[src/common/line_supervisor_defs.svh]
/*
  Register offsets, field positions, reset values and mode codes of the
  line supervisory block. Assumes a 32-bit AXI4-Lite bus with byte addresses.
*/
`ifndef LINE_SUPERVISOR_DEFS_SVH
`define LINE_SUPERVISOR_DEFS_SVH

`define ADDR_W            8
`define OFS_CTRL          8'h00
`define OFS_STATUS        8'h04
`define OFS_INT_STATUS    8'h08
`define OFS_INT_CLEAR     8'h0c
`define OFS_INT_ENABLE    8'h10
`define OFS_THERM_COUNT   8'h14

`define CTRL_OVERRIDE_BIT 0
`define CTRL_MODE_LSB     1
`define CTRL_BATTERY_BIT  4
`define CTRL_SWITCH_BIT   5
`define CTRL_RESET        6'h20

`define INT_W             4
`define INT_OVERHEAT_BIT  0
`define INT_COOLED_BIT    1
`define INT_MODE_BIT      2
`define INT_LOOPHIGH_BIT  3
`define INT_ENABLE_RESET  4'h0

`define MODE_LOOPBACK     3'h5
`define MODE_SHUTDOWN     3'h7

`define PIN_W             7
`define PIN_RESET         7'h41
`define COUNT_W           16

`define RESP_OKAY         2'h0
`define RESP_SLVERR       2'h2

`endif

[src/common/line_supervisor_pkg.sv]
/*
  Types shared by the line supervisory block.
  Assumes line_supervisor_defs.svh is on the include path.
*/
`include "line_supervisor_defs.svh"

package line_supervisor_pkg;

  typedef struct packed {
    logic [2:0] modeCode;
    logic       batteryChoice;
    logic       auxSwitchCtrlN;
  } lineCtrl_t;

  typedef struct packed {
    logic thermalAlarmN;
    logic hookStatusN;
    logic highBatterySupply;
    logic lowBatterySupply;
    logic tipAmpEn;
    logic ringAmpEn;
    logic loopbackTestMode;
    logic auxSwitchOn;
  } lineOut_t;

  typedef enum logic [1:0] {
    ACTIVE,
    HOT_SHUTDOWN,
    POWER_DENIAL
  } thermState_t;

endpackage

[src/line_supervisor.sv]
/*
  Supervisory logic of a ringing line interface: thermal shutdown cycling,
  power denial, battery selection, uncommitted switch control, with an
  AXI4-Lite register slave and a level interrupt.
  Assumes mclk at 250 MHz, rst asynchronous active high, and that every
  line pin arrives asynchronously and is synchronised here.
*/
// Decided for this implementation: the AXI4-Lite interface to the registers and the register offsets.
// Behaviour
// RULE1 - Shutdown mode disables both line amplifiers
// RULE2 - Overheat: alarm low, hook high, shut down
// RULE3 - Cooled: alarm high, hook shows loop
// RULE4 - Repeated overheat repeats alarm and shutdown
// RULE5 - Shutdown mode holds shutdown, stops thermal cycling
// RULE6 - Battery choice high selects high battery
// RULE7 - Loopback mode meant for low battery only
// RULE8 - Battery decode independent of mode decode
// RULE9 - Controller changes battery with or before mode
// RULE10 - Controller uses low battery when off hook
// RULE11 - Controller uses high battery for compliant standby
// RULE12 - Switch on while its control is low
// RULE13 - Switch path separate from mode decode
// RULE14 - Code 111 selects shutdown, no supervision
// RULE15 - Code 101 selects loopback internal termination
// RULE16 - Controller drives three-bit mode code, MSB high; the controller model also drives codes with MSB low, such as 000
// RULE17 - Overheat is one level input, followed directly
`timescale 1ns/1ns
`include "line_supervisor_defs.svh"

module line_supervisor (
  input  wire logic                 mclk,
  input  wire logic                 rst,
  input  wire logic                 ce,
  input  wire logic [2:0]           modeCode,
  input  wire logic                 batteryChoice,
  input  wire logic                 auxSwitchCtrlN,
  input  wire logic                 overTemp,
  input  wire logic                 loopDetectN,
  output logic                      thermalAlarmN,
  output logic                      hookStatusN,
  output logic                      highBatterySupply,
  output logic                      lowBatterySupply,
  output logic                      tipAmpEn,
  output logic                      ringAmpEn,
  output logic                      loopbackTestMode,
  output logic                      auxSwitchOn,
  output logic                      irq,
  input  wire logic                 awvalid,
  output logic                      awready,
  input  wire logic [`ADDR_W-1:0]   awaddr,
  input  wire logic                 wvalid,
  output logic                      wready,
  input  wire logic [31:0]          wdata,
  input  wire logic [3:0]           wstrb,
  output logic                      bvalid,
  input  wire logic                 bready,
  output logic [1:0]                bresp,
  input  wire logic                 arvalid,
  output logic                      arready,
  input  wire logic [`ADDR_W-1:0]   araddr,
  output logic                      rvalid,
  input  wire logic                 rready,
  output logic [31:0]               rdata,
  output logic [1:0]                rresp
);

  function automatic logic isShutdown(input logic [2:0] code);
    isShutdown = (code == `MODE_SHUTDOWN); // RULE14
  endfunction

  function automatic logic isLoopback(input logic [2:0] code);
    isLoopback = (code == `MODE_LOOPBACK); // RULE15
  endfunction

  function automatic logic isMapped(input logic [`ADDR_W-1:0] addr);
    isMapped = (addr == `OFS_CTRL) || (addr == `OFS_STATUS) ||
               (addr == `OFS_INT_STATUS) || (addr == `OFS_INT_CLEAR) ||
               (addr == `OFS_INT_ENABLE) || (addr == `OFS_THERM_COUNT);
  endfunction

  // Synchronisers reset to idle pin levels, so no false hook or switch pulse follows reset.
  localparam logic [`PIN_W-1:0] pinIdle = `PIN_RESET;
  logic [`PIN_W-1:0] pinRaw;
  logic [`PIN_W-1:0] syncA_q;
  logic [`PIN_W-1:0] syncB_q;

  assign pinRaw = {loopDetectN, overTemp, modeCode, batteryChoice, auxSwitchCtrlN};

  genvar gi;
  generate
    for (gi = 0; gi < `PIN_W; gi = gi + 1) begin : g_sync
      always_ff @(posedge mclk or posedge rst) begin
        if (rst) begin
          syncA_q[gi] <= pinIdle[gi];
          syncB_q[gi] <= pinIdle[gi];
        end else if (ce) begin
          syncA_q[gi] <= pinRaw[gi];
          syncB_q[gi] <= syncA_q[gi];
        end
      end
    end
  endgenerate

  line_supervisor_pkg::lineCtrl_t pinCtrl;
  logic                           hotNow;
  logic                           loopNow;

  assign pinCtrl = syncB_q[4:0];
  assign hotNow  = syncB_q[5];
  assign loopNow = syncB_q[6];

  // Software control register; it may override the pins.
  logic [5:0] ctrl_q, ctrl_d;

  line_supervisor_pkg::lineCtrl_t effCtrl;

  always_comb begin
    if (ctrl_q[`CTRL_OVERRIDE_BIT]) begin
      effCtrl.modeCode       = ctrl_q[`CTRL_MODE_LSB +: 3];
      effCtrl.batteryChoice  = ctrl_q[`CTRL_BATTERY_BIT];
      effCtrl.auxSwitchCtrlN = ctrl_q[`CTRL_SWITCH_BIT];
    end else begin
      effCtrl = pinCtrl;
    end
  end

  // Thermal state machine.
  line_supervisor_pkg::thermState_t state_q,      state_d;
  logic                             hotPrev_q;
  logic [2:0]                       modePrev_q;
  logic                             loopHigh_q;
  logic [`COUNT_W-1:0]              thermCount_q, thermCount_d;
  logic                             loopHighNow;

  assign loopHighNow = isLoopback(effCtrl.modeCode) & effCtrl.batteryChoice;

  always_comb begin
    state_d      = state_q;
    thermCount_d = thermCount_q;
    case (state_q)
      line_supervisor_pkg::ACTIVE: begin
        if (isShutdown(effCtrl.modeCode)) begin
          state_d = line_supervisor_pkg::POWER_DENIAL; // RULE5
        end else if (hotNow) begin
          state_d = line_supervisor_pkg::HOT_SHUTDOWN; // RULE2 RULE4
        end
      end
      line_supervisor_pkg::HOT_SHUTDOWN: begin
        if (isShutdown(effCtrl.modeCode)) begin
          state_d = line_supervisor_pkg::POWER_DENIAL; // RULE5
        end else if (!hotNow) begin
          state_d = line_supervisor_pkg::ACTIVE; // RULE3
        end
      end
      line_supervisor_pkg::POWER_DENIAL: begin
        // No recovery cycling here; leaving needs a different mode code.
        if (!isShutdown(effCtrl.modeCode)) begin
          state_d = hotNow ? line_supervisor_pkg::HOT_SHUTDOWN
                           : line_supervisor_pkg::ACTIVE;
        end
      end
      default: begin
        state_d = line_supervisor_pkg::POWER_DENIAL;
      end
    endcase
    if (state_d == line_supervisor_pkg::HOT_SHUTDOWN &&
        state_q != line_supervisor_pkg::HOT_SHUTDOWN &&
        thermCount_q != {`COUNT_W{1'b1}}) begin
      thermCount_d = thermCount_q + `COUNT_W'(1);
    end
  end

  always_ff @(posedge mclk or posedge rst) begin
    if (rst) begin
      state_q      <= line_supervisor_pkg::ACTIVE;
      hotPrev_q    <= 1'b0;
      modePrev_q   <= 3'h0;
      loopHigh_q   <= 1'b0;
      thermCount_q <= `COUNT_W'(0);
    end else if (ce) begin
      state_q      <= state_d;
      hotPrev_q    <= hotNow;
      modePrev_q   <= effCtrl.modeCode;
      loopHigh_q   <= loopHighNow;
      thermCount_q <= thermCount_d;
    end
  end

  // Line outputs, registered from the next state so that they agree with it.
  line_supervisor_pkg::lineOut_t out_q, out_d;
  logic                          shutNext;

  assign shutNext = (state_d != line_supervisor_pkg::ACTIVE);

  always_comb begin
    out_d.thermalAlarmN     = !hotNow; // RULE2 RULE3 RULE17
    out_d.hookStatusN       = shutNext ? 1'b1 : loopNow; // RULE2 RULE3 RULE14
    out_d.highBatterySupply = effCtrl.batteryChoice; // RULE6 RULE8
    out_d.lowBatterySupply  = !effCtrl.batteryChoice; // RULE6 RULE8
    out_d.tipAmpEn          = !shutNext; // RULE1 RULE5
    out_d.ringAmpEn         = !shutNext; // RULE1 RULE5
    out_d.loopbackTestMode  = !shutNext && isLoopback(effCtrl.modeCode); // RULE15
    out_d.auxSwitchOn       = !effCtrl.auxSwitchCtrlN; // RULE12 RULE13
  end

  always_ff @(posedge mclk or posedge rst) begin
    if (rst) begin
      out_q <= '{thermalAlarmN: 1'b1, hookStatusN: 1'b1, highBatterySupply: 1'b0,
                 lowBatterySupply: 1'b1, tipAmpEn: 1'b0, ringAmpEn: 1'b0,
                 loopbackTestMode: 1'b0, auxSwitchOn: 1'b0};
    end else if (ce) begin
      out_q <= out_d;
    end
  end

  assign {thermalAlarmN, hookStatusN, highBatterySupply, lowBatterySupply,
          tipAmpEn, ringAmpEn, loopbackTestMode, auxSwitchOn} = out_q;

  // Interrupt events. A high battery in loopback is still connected, but
  // flagged, since the internal termination is sized for the low battery.
  logic [`INT_W-1:0] events;

  always_comb begin
    events                    = '0;
    events[`INT_OVERHEAT_BIT] = hotNow && !hotPrev_q;
    events[`INT_COOLED_BIT]   = !hotNow && hotPrev_q;
    events[`INT_MODE_BIT]     = effCtrl.modeCode != modePrev_q;
    events[`INT_LOOPHIGH_BIT] = loopHighNow && !loopHigh_q; // RULE7
  end

  // AXI4-Lite slave. Address and data are taken in either order.
  logic               awHeld_q,    awHeld_d;
  logic [`ADDR_W-1:0] awAddr_q,    awAddr_d;
  logic               wHeld_q,     wHeld_d;
  logic [31:0]        wData_q,     wData_d;
  logic [3:0]         wStrb_q,     wStrb_d;
  logic               awReady_q,   awReady_d;
  logic               wReady_q,    wReady_d;
  logic               bValid_q,    bValid_d;
  logic [1:0]         bResp_q,     bResp_d;
  logic               arReady_q,   arReady_d;
  logic               rValid_q,    rValid_d;
  logic [31:0]        rData_q,     rData_d;
  logic [1:0]         rResp_q,     rResp_d;
  logic [`INT_W-1:0]  intStatus_q, intStatus_d;
  logic [`INT_W-1:0]  intEnable_q, intEnable_d;
  logic               irq_q,       irq_d;
  logic               doWrite;
  logic [31:0]        statusWord;

  assign doWrite = awHeld_q && wHeld_q && !bValid_q;

  assign statusWord = {21'h0, out_q.hookStatusN, out_q.thermalAlarmN, state_q, loopNow,
                       hotNow, effCtrl.auxSwitchCtrlN, effCtrl.batteryChoice, effCtrl.modeCode};

  always_comb begin
    awHeld_d    = awHeld_q;
    awAddr_d    = awAddr_q;
    wHeld_d     = wHeld_q;
    wData_d     = wData_q;
    wStrb_d     = wStrb_q;
    bValid_d    = bValid_q;
    bResp_d     = bResp_q;
    ctrl_d      = ctrl_q;
    intEnable_d = intEnable_q;
    intStatus_d = intStatus_q;
    if (awvalid && awReady_q) begin
      awHeld_d = 1'b1;
      awAddr_d = awaddr;
    end
    if (wvalid && wReady_q) begin
      wHeld_d = 1'b1;
      wData_d = wdata;
      wStrb_d = wstrb;
    end
    if (bValid_q && bready) begin
      bValid_d = 1'b0;
    end
    if (doWrite) begin
      awHeld_d = 1'b0;
      wHeld_d  = 1'b0;
      bValid_d = 1'b1;
      bResp_d  = isMapped(awAddr_q) ? `RESP_OKAY : `RESP_SLVERR;
      if (awAddr_q == `OFS_CTRL && wStrb_q[0]) begin
        ctrl_d = wData_q[5:0];
      end
      if (awAddr_q == `OFS_INT_ENABLE && wStrb_q[0]) begin
        intEnable_d = wData_q[`INT_W-1:0];
      end
      if (awAddr_q == `OFS_INT_CLEAR && wStrb_q[0]) begin
        intStatus_d = intStatus_q & ~wData_q[`INT_W-1:0];
      end
    end
    // A new event beats a clear in the same cycle.
    intStatus_d = intStatus_d | events;
    awReady_d   = !awHeld_d && !bValid_d;
    wReady_d    = !wHeld_d && !bValid_d;
    irq_d       = |(intStatus_d & intEnable_d);
  end

  always_comb begin
    arReady_d = !rValid_q;
    rValid_d  = rValid_q;
    rData_d   = rData_q;
    rResp_d   = rResp_q;
    if (rValid_q && rready) begin
      rValid_d  = 1'b0;
      arReady_d = 1'b1;
    end
    if (arvalid && arReady_q) begin
      arReady_d = 1'b0;
      rValid_d  = 1'b1;
      rResp_d   = isMapped(araddr) ? `RESP_OKAY : `RESP_SLVERR;
      case (araddr)
        `OFS_CTRL:        rData_d = {26'h0, ctrl_q};
        `OFS_STATUS:      rData_d = statusWord;
        `OFS_INT_STATUS:  rData_d = {28'h0, intStatus_q};
        `OFS_INT_ENABLE:  rData_d = {28'h0, intEnable_q};
        `OFS_THERM_COUNT: rData_d = {16'h0, thermCount_q};
        default:          rData_d = 32'h0;
      endcase
    end
  end

  always_ff @(posedge mclk or posedge rst) begin
    if (rst) begin
      awHeld_q    <= 1'b0;
      awAddr_q    <= '0;
      wHeld_q     <= 1'b0;
      wData_q     <= 32'h0;
      wStrb_q     <= 4'h0;
      awReady_q   <= 1'b0;
      wReady_q    <= 1'b0;
      bValid_q    <= 1'b0;
      bResp_q     <= `RESP_OKAY;
      arReady_q   <= 1'b0;
      rValid_q    <= 1'b0;
      rData_q     <= 32'h0;
      rResp_q     <= `RESP_OKAY;
      ctrl_q      <= `CTRL_RESET;
      intStatus_q <= '0;
      intEnable_q <= `INT_ENABLE_RESET;
      irq_q       <= 1'b0;
    end else if (ce) begin
      awHeld_q    <= awHeld_d;
      awAddr_q    <= awAddr_d;
      wHeld_q     <= wHeld_d;
      wData_q     <= wData_d;
      wStrb_q     <= wStrb_d;
      awReady_q   <= awReady_d;
      wReady_q    <= wReady_d;
      bValid_q    <= bValid_d;
      bResp_q     <= bResp_d;
      arReady_q   <= arReady_d;
      rValid_q    <= rValid_d;
      rData_q     <= rData_d;
      rResp_q     <= rResp_d;
      ctrl_q      <= ctrl_d;
      intStatus_q <= intStatus_d;
      intEnable_q <= intEnable_d;
      irq_q       <= irq_d;
    end
  end

  assign {awready, wready, bvalid, bresp} = {awReady_q, wReady_q, bValid_q, bResp_q};
  assign {arready, rvalid, rdata, rresp}  = {arReady_q, rValid_q, rData_q, rResp_q};
  assign irq = irq_q;

endmodule

[config.mk]
export PLATFORM = sky130hd
export DESIGN_NAME = line_supervisor
export DESIGN_NICKNAME = d
export VERILOG_FILES = /design/src/common/line_supervisor_pkg.sv /design/src/line_supervisor.sv
export VERILOG_INCLUDE_DIRS = /design/src /design/src/common
export SDC_FILE = /design/constraint.sdc
export NUM_CORES = 1
export LEC_CHECK = 0
export BUFFER_PORTS_ARGS = -buffer_cell sky130_fd_sc_hd__buf_2
export CAP_MARGIN = 20
export CORE_MARGIN = 1
export CORE_UTILIZATION = 35
export DETAILED_ROUTE_END_ITERATION = 8
export SYNTH_ARGS = -nofsm -noshare
export SYNTH_HDL_FRONTEND = slang
export SYNTH_SLANG_ARGS = --single-unit
[constraint.sdc]
create_clock -name mclk -period 6.22 [get_ports mclk]
set_clock_uncertainty 0.1 [all_clocks]
set_input_delay 0.933 -clock mclk [delete_from_list [all_inputs] [get_ports mclk]]
set_output_delay 0.933 -clock mclk [all_outputs]
set_load 0.02 [all_outputs]
## Yosys cells after proc, flatten, opt, wreduce, memory -nomap -nowiden

Cells that the tools add are included.

| storage, ports and cells | value |
|---|---|
| register bits | 117 |
| word-level logic and storage cells | 145 |
| input port bits | 67 |
| output and inout bits | 50 |

| cells by class | value |
|---|---|
| equal/unequal tests | 18 |
| $add $sub $neg | 1 |
| bitwise gates (word level) | 5 |
| reduce and logical (&&, ||, !) cells | 52 |
| muxes and demuxes | 26 |

Operator list:

| kind | count |
|---|---|
| one-hot mux 16 bit (5 select lines) | 1 |
| == test 8 x 4 -> 1 bit, second input constant | 4 |
| == test 8 x 5 -> 1 bit, second input constant | 4 |
| logical AND 1 bit | 18 |
| adder 16 x 1 -> 16 bit, second input constant | 1 |
| == test 8 x 3 -> 1 bit, second input constant | 2 |
| zero test 8 bit | 2 |
| 2-to-1 mux 4 bit | 4 |
| inequality test 16 bit, second input constant | 1 |
| 2-to-1 mux 2 bit | 7 |
| 2-to-1 mux 1 bit | 12 |
| AND reduction 2 bit | 6 |
| zero test 1 bit | 11 |
| logical OR 1 bit | 10 |
| AND 4 bit | 2 |
| == test 3 bit, second input constant | 2 |
| one-hot mux 2 bit (3 select lines) | 1 |
| 2-to-1 mux 5 bit | 1 |
| == test 2 x 1 -> 1 bit, second input constant | 2 |
| inverter 4 bit | 1 |
| bitwise OR 4 bit | 1 |
| nonzero test 2 bit | 2 |
| OR reduction 4 bit | 1 |
| inequality test 3 bit | 1 |
| other kinds (5) | 5 |

## Logic depth before layout (Yosys ltp)

| logic depth | value |
|---|---|
| word-level depth | 8 |
| depth in mapped cells | 7 |
| gate-level depth less buffers | 5 |

## Worst setup path before layout

OpenSTA, ideal clock, no wires.

| timing path | value |
|---|---|
| kind | input to register |
| start point | input araddr[1] |
| end point | register rData_q[11] (netlist: rdata[11]) |
| data arrival time | 2.180 ns |
| required time | 6.054 ns |
| buffers on the path | 0 |
| stages on the path | 5 |
| slack | 3.874 ns |
| library setup time | 0.066 ns |
| cell sequence | or4_1 or2_1 nor2_4 and3_2 a22o_1 |

| on the way | value |
|---|---|
| longest elaborated chain between the ends | 2 |
| elaborated cells on any way between the ends | 6 |
| classes of those cells | 4 x eq/ne; 1 x mux; 1 x reduce/logical |

RTL lines:

| what | line | RTL |
|---|---|---|
| from (decl) | line_supervisor.sv:60 | `` input wire logic [`ADDR_W-1:0] araddr, `` |
| == test 8 x 5 -> 1 bit, or another cell as far along | line_supervisor.sv:314 | `case (araddr)` |
| one-hot mux 16 bit (5 select lines) (*) | line_supervisor.sv:314 |  |
| to (signal assigned) | line_supervisor.sv:356 | `rData_q <= rData_d;` |
| to (decl) | line_supervisor.sv:243 | `logic [31:0] rData_q, rData_d;` |

Mark *: on every way between the ends. The rest lies on a longest branch, timed or not.
A chain may end at the register's enable or synchronous reset.

## Worst setup path after layout

| timing path | value |
|---|---|
| start point | input ce |
| end point | register thermCount_q[15] |

| on the way | value |
|---|---|
| longest elaborated chain between the ends | 1 |

RTL lines:

| what | line | RTL |
|---|---|---|
| from (decl) | line_supervisor.sv:33 | `input wire logic ce,` |
| AND reduction 2 bit (no line) | - |  |
| to (signal assigned) | line_supervisor.sv:179 | `` thermCount_q <= `COUNT_W'(0); `` |
| to (signal assigned) | line_supervisor.sv:185 | `thermCount_q <= thermCount_d;` |
| to (decl) | line_supervisor.sv:132 | `` logic [`COUNT_W-1:0] thermCount_q, thermCount_d; `` |

No other way between the ends.

==> impl_metrics.env <==
export IMPL_crit_arrival_ns=3.09
export IMPL_globalplace_congestion=0.8500
export IMPL_rows=42
export IMPL_yosys_register_bits=99
export IMPL_dieArea_um2=13930
export IMPL_netlist_area_um2=4712
export IMPL_tightest_slew_ns=0.8703
export IMPL_cp_required_ns=6.35
export IMPL_min_period_over_period=0.4754
export IMPL_syn_area_per_cell_um2=11.61
export IMPL_drt_iter0_drc=137
export IMPL_fp_dieW_um=118.0
export IMPL_drv_slew=0
export IMPL_hold_viol_final=0
export IMPL_cts_made_buffers=9
export IMPL_cts_htree_levels=3
export IMPL_ant_nets=0
export IMPL_n_antenna_cell=0
export IMPL_dr_pass1_iters=5
export IMPL_endpoint_kind="flop"
export IMPL_nFillCells=1253
export IMPL_synthCells=406
export IMPL_irDropWorstVdd_mv=0.1410
export IMPL_drv_cap=0
export IMPL_yosys_top_cells_area="dfrtp_1, mux2_2, dfstp_2, nand2_1, buf_4"
export IMPL_synthFlopType="dfrtp_1"
export IMPL_grt_overflow=0
export IMPL_fmax_ghz=0.3382
export IMPL_clk_latency_ns=0.34
export IMPL_start_util=0.3572
export IMPL_synth_top_area_share=0.4833
export IMPL_drc=0
export IMPL_max_slew_margin=0.4182
export IMPL_p_per_area_nw_per_um2=336.4
export IMPL_grt_max_degree=66
export IMPL_final_core_util=0.4129
export IMPL_ctsResizeCount=0
export IMPL_period_needed_ns=2.957
export IMPL_wl_per_cell_um=14.80
export IMPL_hold_path_class="flop to flop"
export IMPL_ys_types=60
export IMPL_vias=3258
export IMPL_cts_setup_buffers=0
export IMPL_synth_top_area_cell="dfrtp_1"
export IMPL_finalSetupViolations=0
export IMPL_drive_gt1_frac=0.3180
export IMPL_leakagePower_nw=2.505
export IMPL_cts_clk_slew_worst_paths_ns=0.06
export IMPL_clk_path_buf_depth=2
export IMPL_grt_use_total=0.1472
export IMPL_dp_hpwl_mm=7.068
export IMPL_grt_pass1_wl_mm=15.88
export IMPL_coreArea_um2=13190
export IMPL_synth_seq_area_share=0.5279
export IMPL_antenna_found_initial=0
export IMPL_cts_sinks=99
export IMPL_via_per_inst=4.982
export IMPL_io_pins=117
export IMPL_yosys_warnings=0
export IMPL_postCtsHoldBufs=0
export IMPL_first_global_vias=3124
export IMPL_port_buffers=69
export IMPL_nets=541
export IMPL_synth_edff_count=0
export IMPL_path_max_fanout=37
export IMPL_area_delta_synth_final_pct=15.59
export IMPL_cts_root_buf="clkbuf_16"
export IMPL_tritoncts="yes"
export IMPL_rsz0062_at_grt="false"
export IMPL_totalWireLength_mm=9.676
export IMPL_status="complete, no violations"
export IMPL_die_h_um=118.0
export IMPL_synthArstFlopShare=1.000
export IMPL_worstSetupPathType="input pin to flop"
export IMPL_fin_setup_tns_ns=0
export IMPL_critPathLaunchType="input pin"
power by group:
group          switching (mW)  internal [mW]  total (mW)
combinational           0.200          0.173       0.373
sequential              0.135          0.774       0.909
clock                   0.227          0.323       0.550
total                   0.562           1.27        1.83
kinds of logic (layout without fill, tap and decap cells):
| kind of cell | count (synthesis) | after routing | share of synthesized area |
|---|---|---|---|
| and+or+nand+nor | 108 | 108 | 0.1293 |
| DFF | 99 | 99 | 0.5279 |
| AOI/OAI and AO/OA | 73 | 73 | 0.1091 |
| muxes | 59 | 59 | 0.1421 |
| buffers and inverters | 47 | 102 | 0.05470 |
| xor gates and xnor gates | 18 | 18 | 0.03346 |
| adders and majority gates | 1 | 1 | 0.002655 |
| other | 1 | 18 | 0.0007958 |
layout by cell type (no fill, tap or decap), types with 2 or more instances in the layout:
| cell type | instances |
|---|---|
| clkbuf_16 | 9 |
| buf_2 | 69 |
| and3_1 | 2 |
| o21a_1 | 4 |
| o41ai_1 | 2 |
| xor2_1 | 4 |
| mux2_2 | 45 |
| nand4_1 | 6 |
| nor4_1 | 2 |
| nor4_4 | 3 |
| conb_1 | 18 |
| a22oi_1 | 3 |
| o21ai_0 | 23 |
| a31oi_1 | 4 |
| a22o_1 | 13 |
| mux2_4 | 2 |
| nor2b_1 | 2 |
| o22a_1 | 2 |
| clkbuf_1 | 4 |
| dfrtp_1 | 91 |
| nand3b_1 | 5 |
| nand3_1 | 14 |
| nor2_1 | 13 |
| mux2i_1 | 11 |
| o22ai_1 | 2 |
| a21oi_1 | 9 |
| buf_4 | 2 |
| dfstp_2 | 8 |
| a21boi_0 | 2 |
| inv_1 | 14 |
| nand2b_1 | 3 |
| nand2_1 | 42 |
| xnor2_1 | 14 |
area by class of cell:
class | instances | area [µm²] | area share
repair buffers | 71 | 360.3 | 0.06616
flip-flops and latches | 99 | 2487 | 0.4567
clock buffers | 14 | 254.0 | 0.04663
well taps | 176 | 220.2 | 0.04043
inverters | 15 | 58.81 | 0.01080
multi-input cells | 277 | 2031 | 0.3728
clock inverters | 2 | 35.03 | 0.006432
path summary, 6_finish.rpt:
kind                             startpoint          endpoint  slack [ns]  cells after the start
hold reg to reg            lowBatterySupply  lowBatterySupply        0.38                      2
setup reg to reg                  ctrl_q[0]  thermCount_q[15]        3.98                      5
max in group asynchronous               rst            bvalid        4.36                      3
setup / recovery                         ce  thermCount_q[15]        3.26                      6
hold / removal             lowBatterySupply  lowBatterySupply        0.38                      2
min in group asynchronous               rst           arready        0.50                      2
metal layers:
metal,GRT usage,wire [µm],up-vias,part of all wire
met5,0,0,-,0
met1,0.1881,4444,1604,0.46
met3,0.05087,491,13,0.051
met2,0.2364,4617,93,0.48
li1,-,-,1548,-
met4,0.04006,122,0,0.013
Yosys cell counts, drive strengths merged (2+ instances only):
cell and n:
xnor2 14, or4 2, a22oi 3, a21oi 10, nand3b 5, and3 3
mux2i 11, dfrtp 91, o22ai 2, nor2b 2, inv 15, a31oi 4
a22o 13, o22a 2, o21a 4, mux2 47, nand2 42, clkbuf 10
nand4 7, o21ai 24, nor3 2, o41ai 2, nand3 14, a21boi 2
xor2 4, dfstp 8, nor4 5, nor2 14, nand2b 3, buf 22
state kept, by name (all words and copies together), names as in the netlist, 2 cells and up:
register      flops
awAddr_q          8
ctrl_q            6
intEnable_q       4
intStatus_q       4
modePrev_q        3
pinCtrl           5
rdata            16
state_q           2
syncA_q           7
thermCount_q     16
wData_q           6
critical path, cell delays in order:
cell and delay (ns):
buf_2 0.51, buf_4 0.37, nand3_1 0.26, a2111oi_4 0.64, nand4_1 0.20, xnor2_1 0.15
metrics by stage:
stage / cell area, µm² / cells / setup WS [ns] / total power, mW / hold WS [ns]
6_report: 5446 / 654 / 3.263 / 1.832 / 0.3775
5_1_grt: 5446 / 654 / 3.012 / 1.939 / 0.4034
4_1_cts: 5446 / 654 / 3.270 / 1.855 / 0.3775
3_5_place_dp: 5157 / 638 / 2.894 / 1.298 / 0.3628
3_3_place_gp: 5157 / 638 / 2.893 / 1.282 / 0.3569
2_1_floorplan: 4776 / 423 / 2.610 / 1.178 / 0.3492
Note: power is estimated with default switching activity, not from simulation.
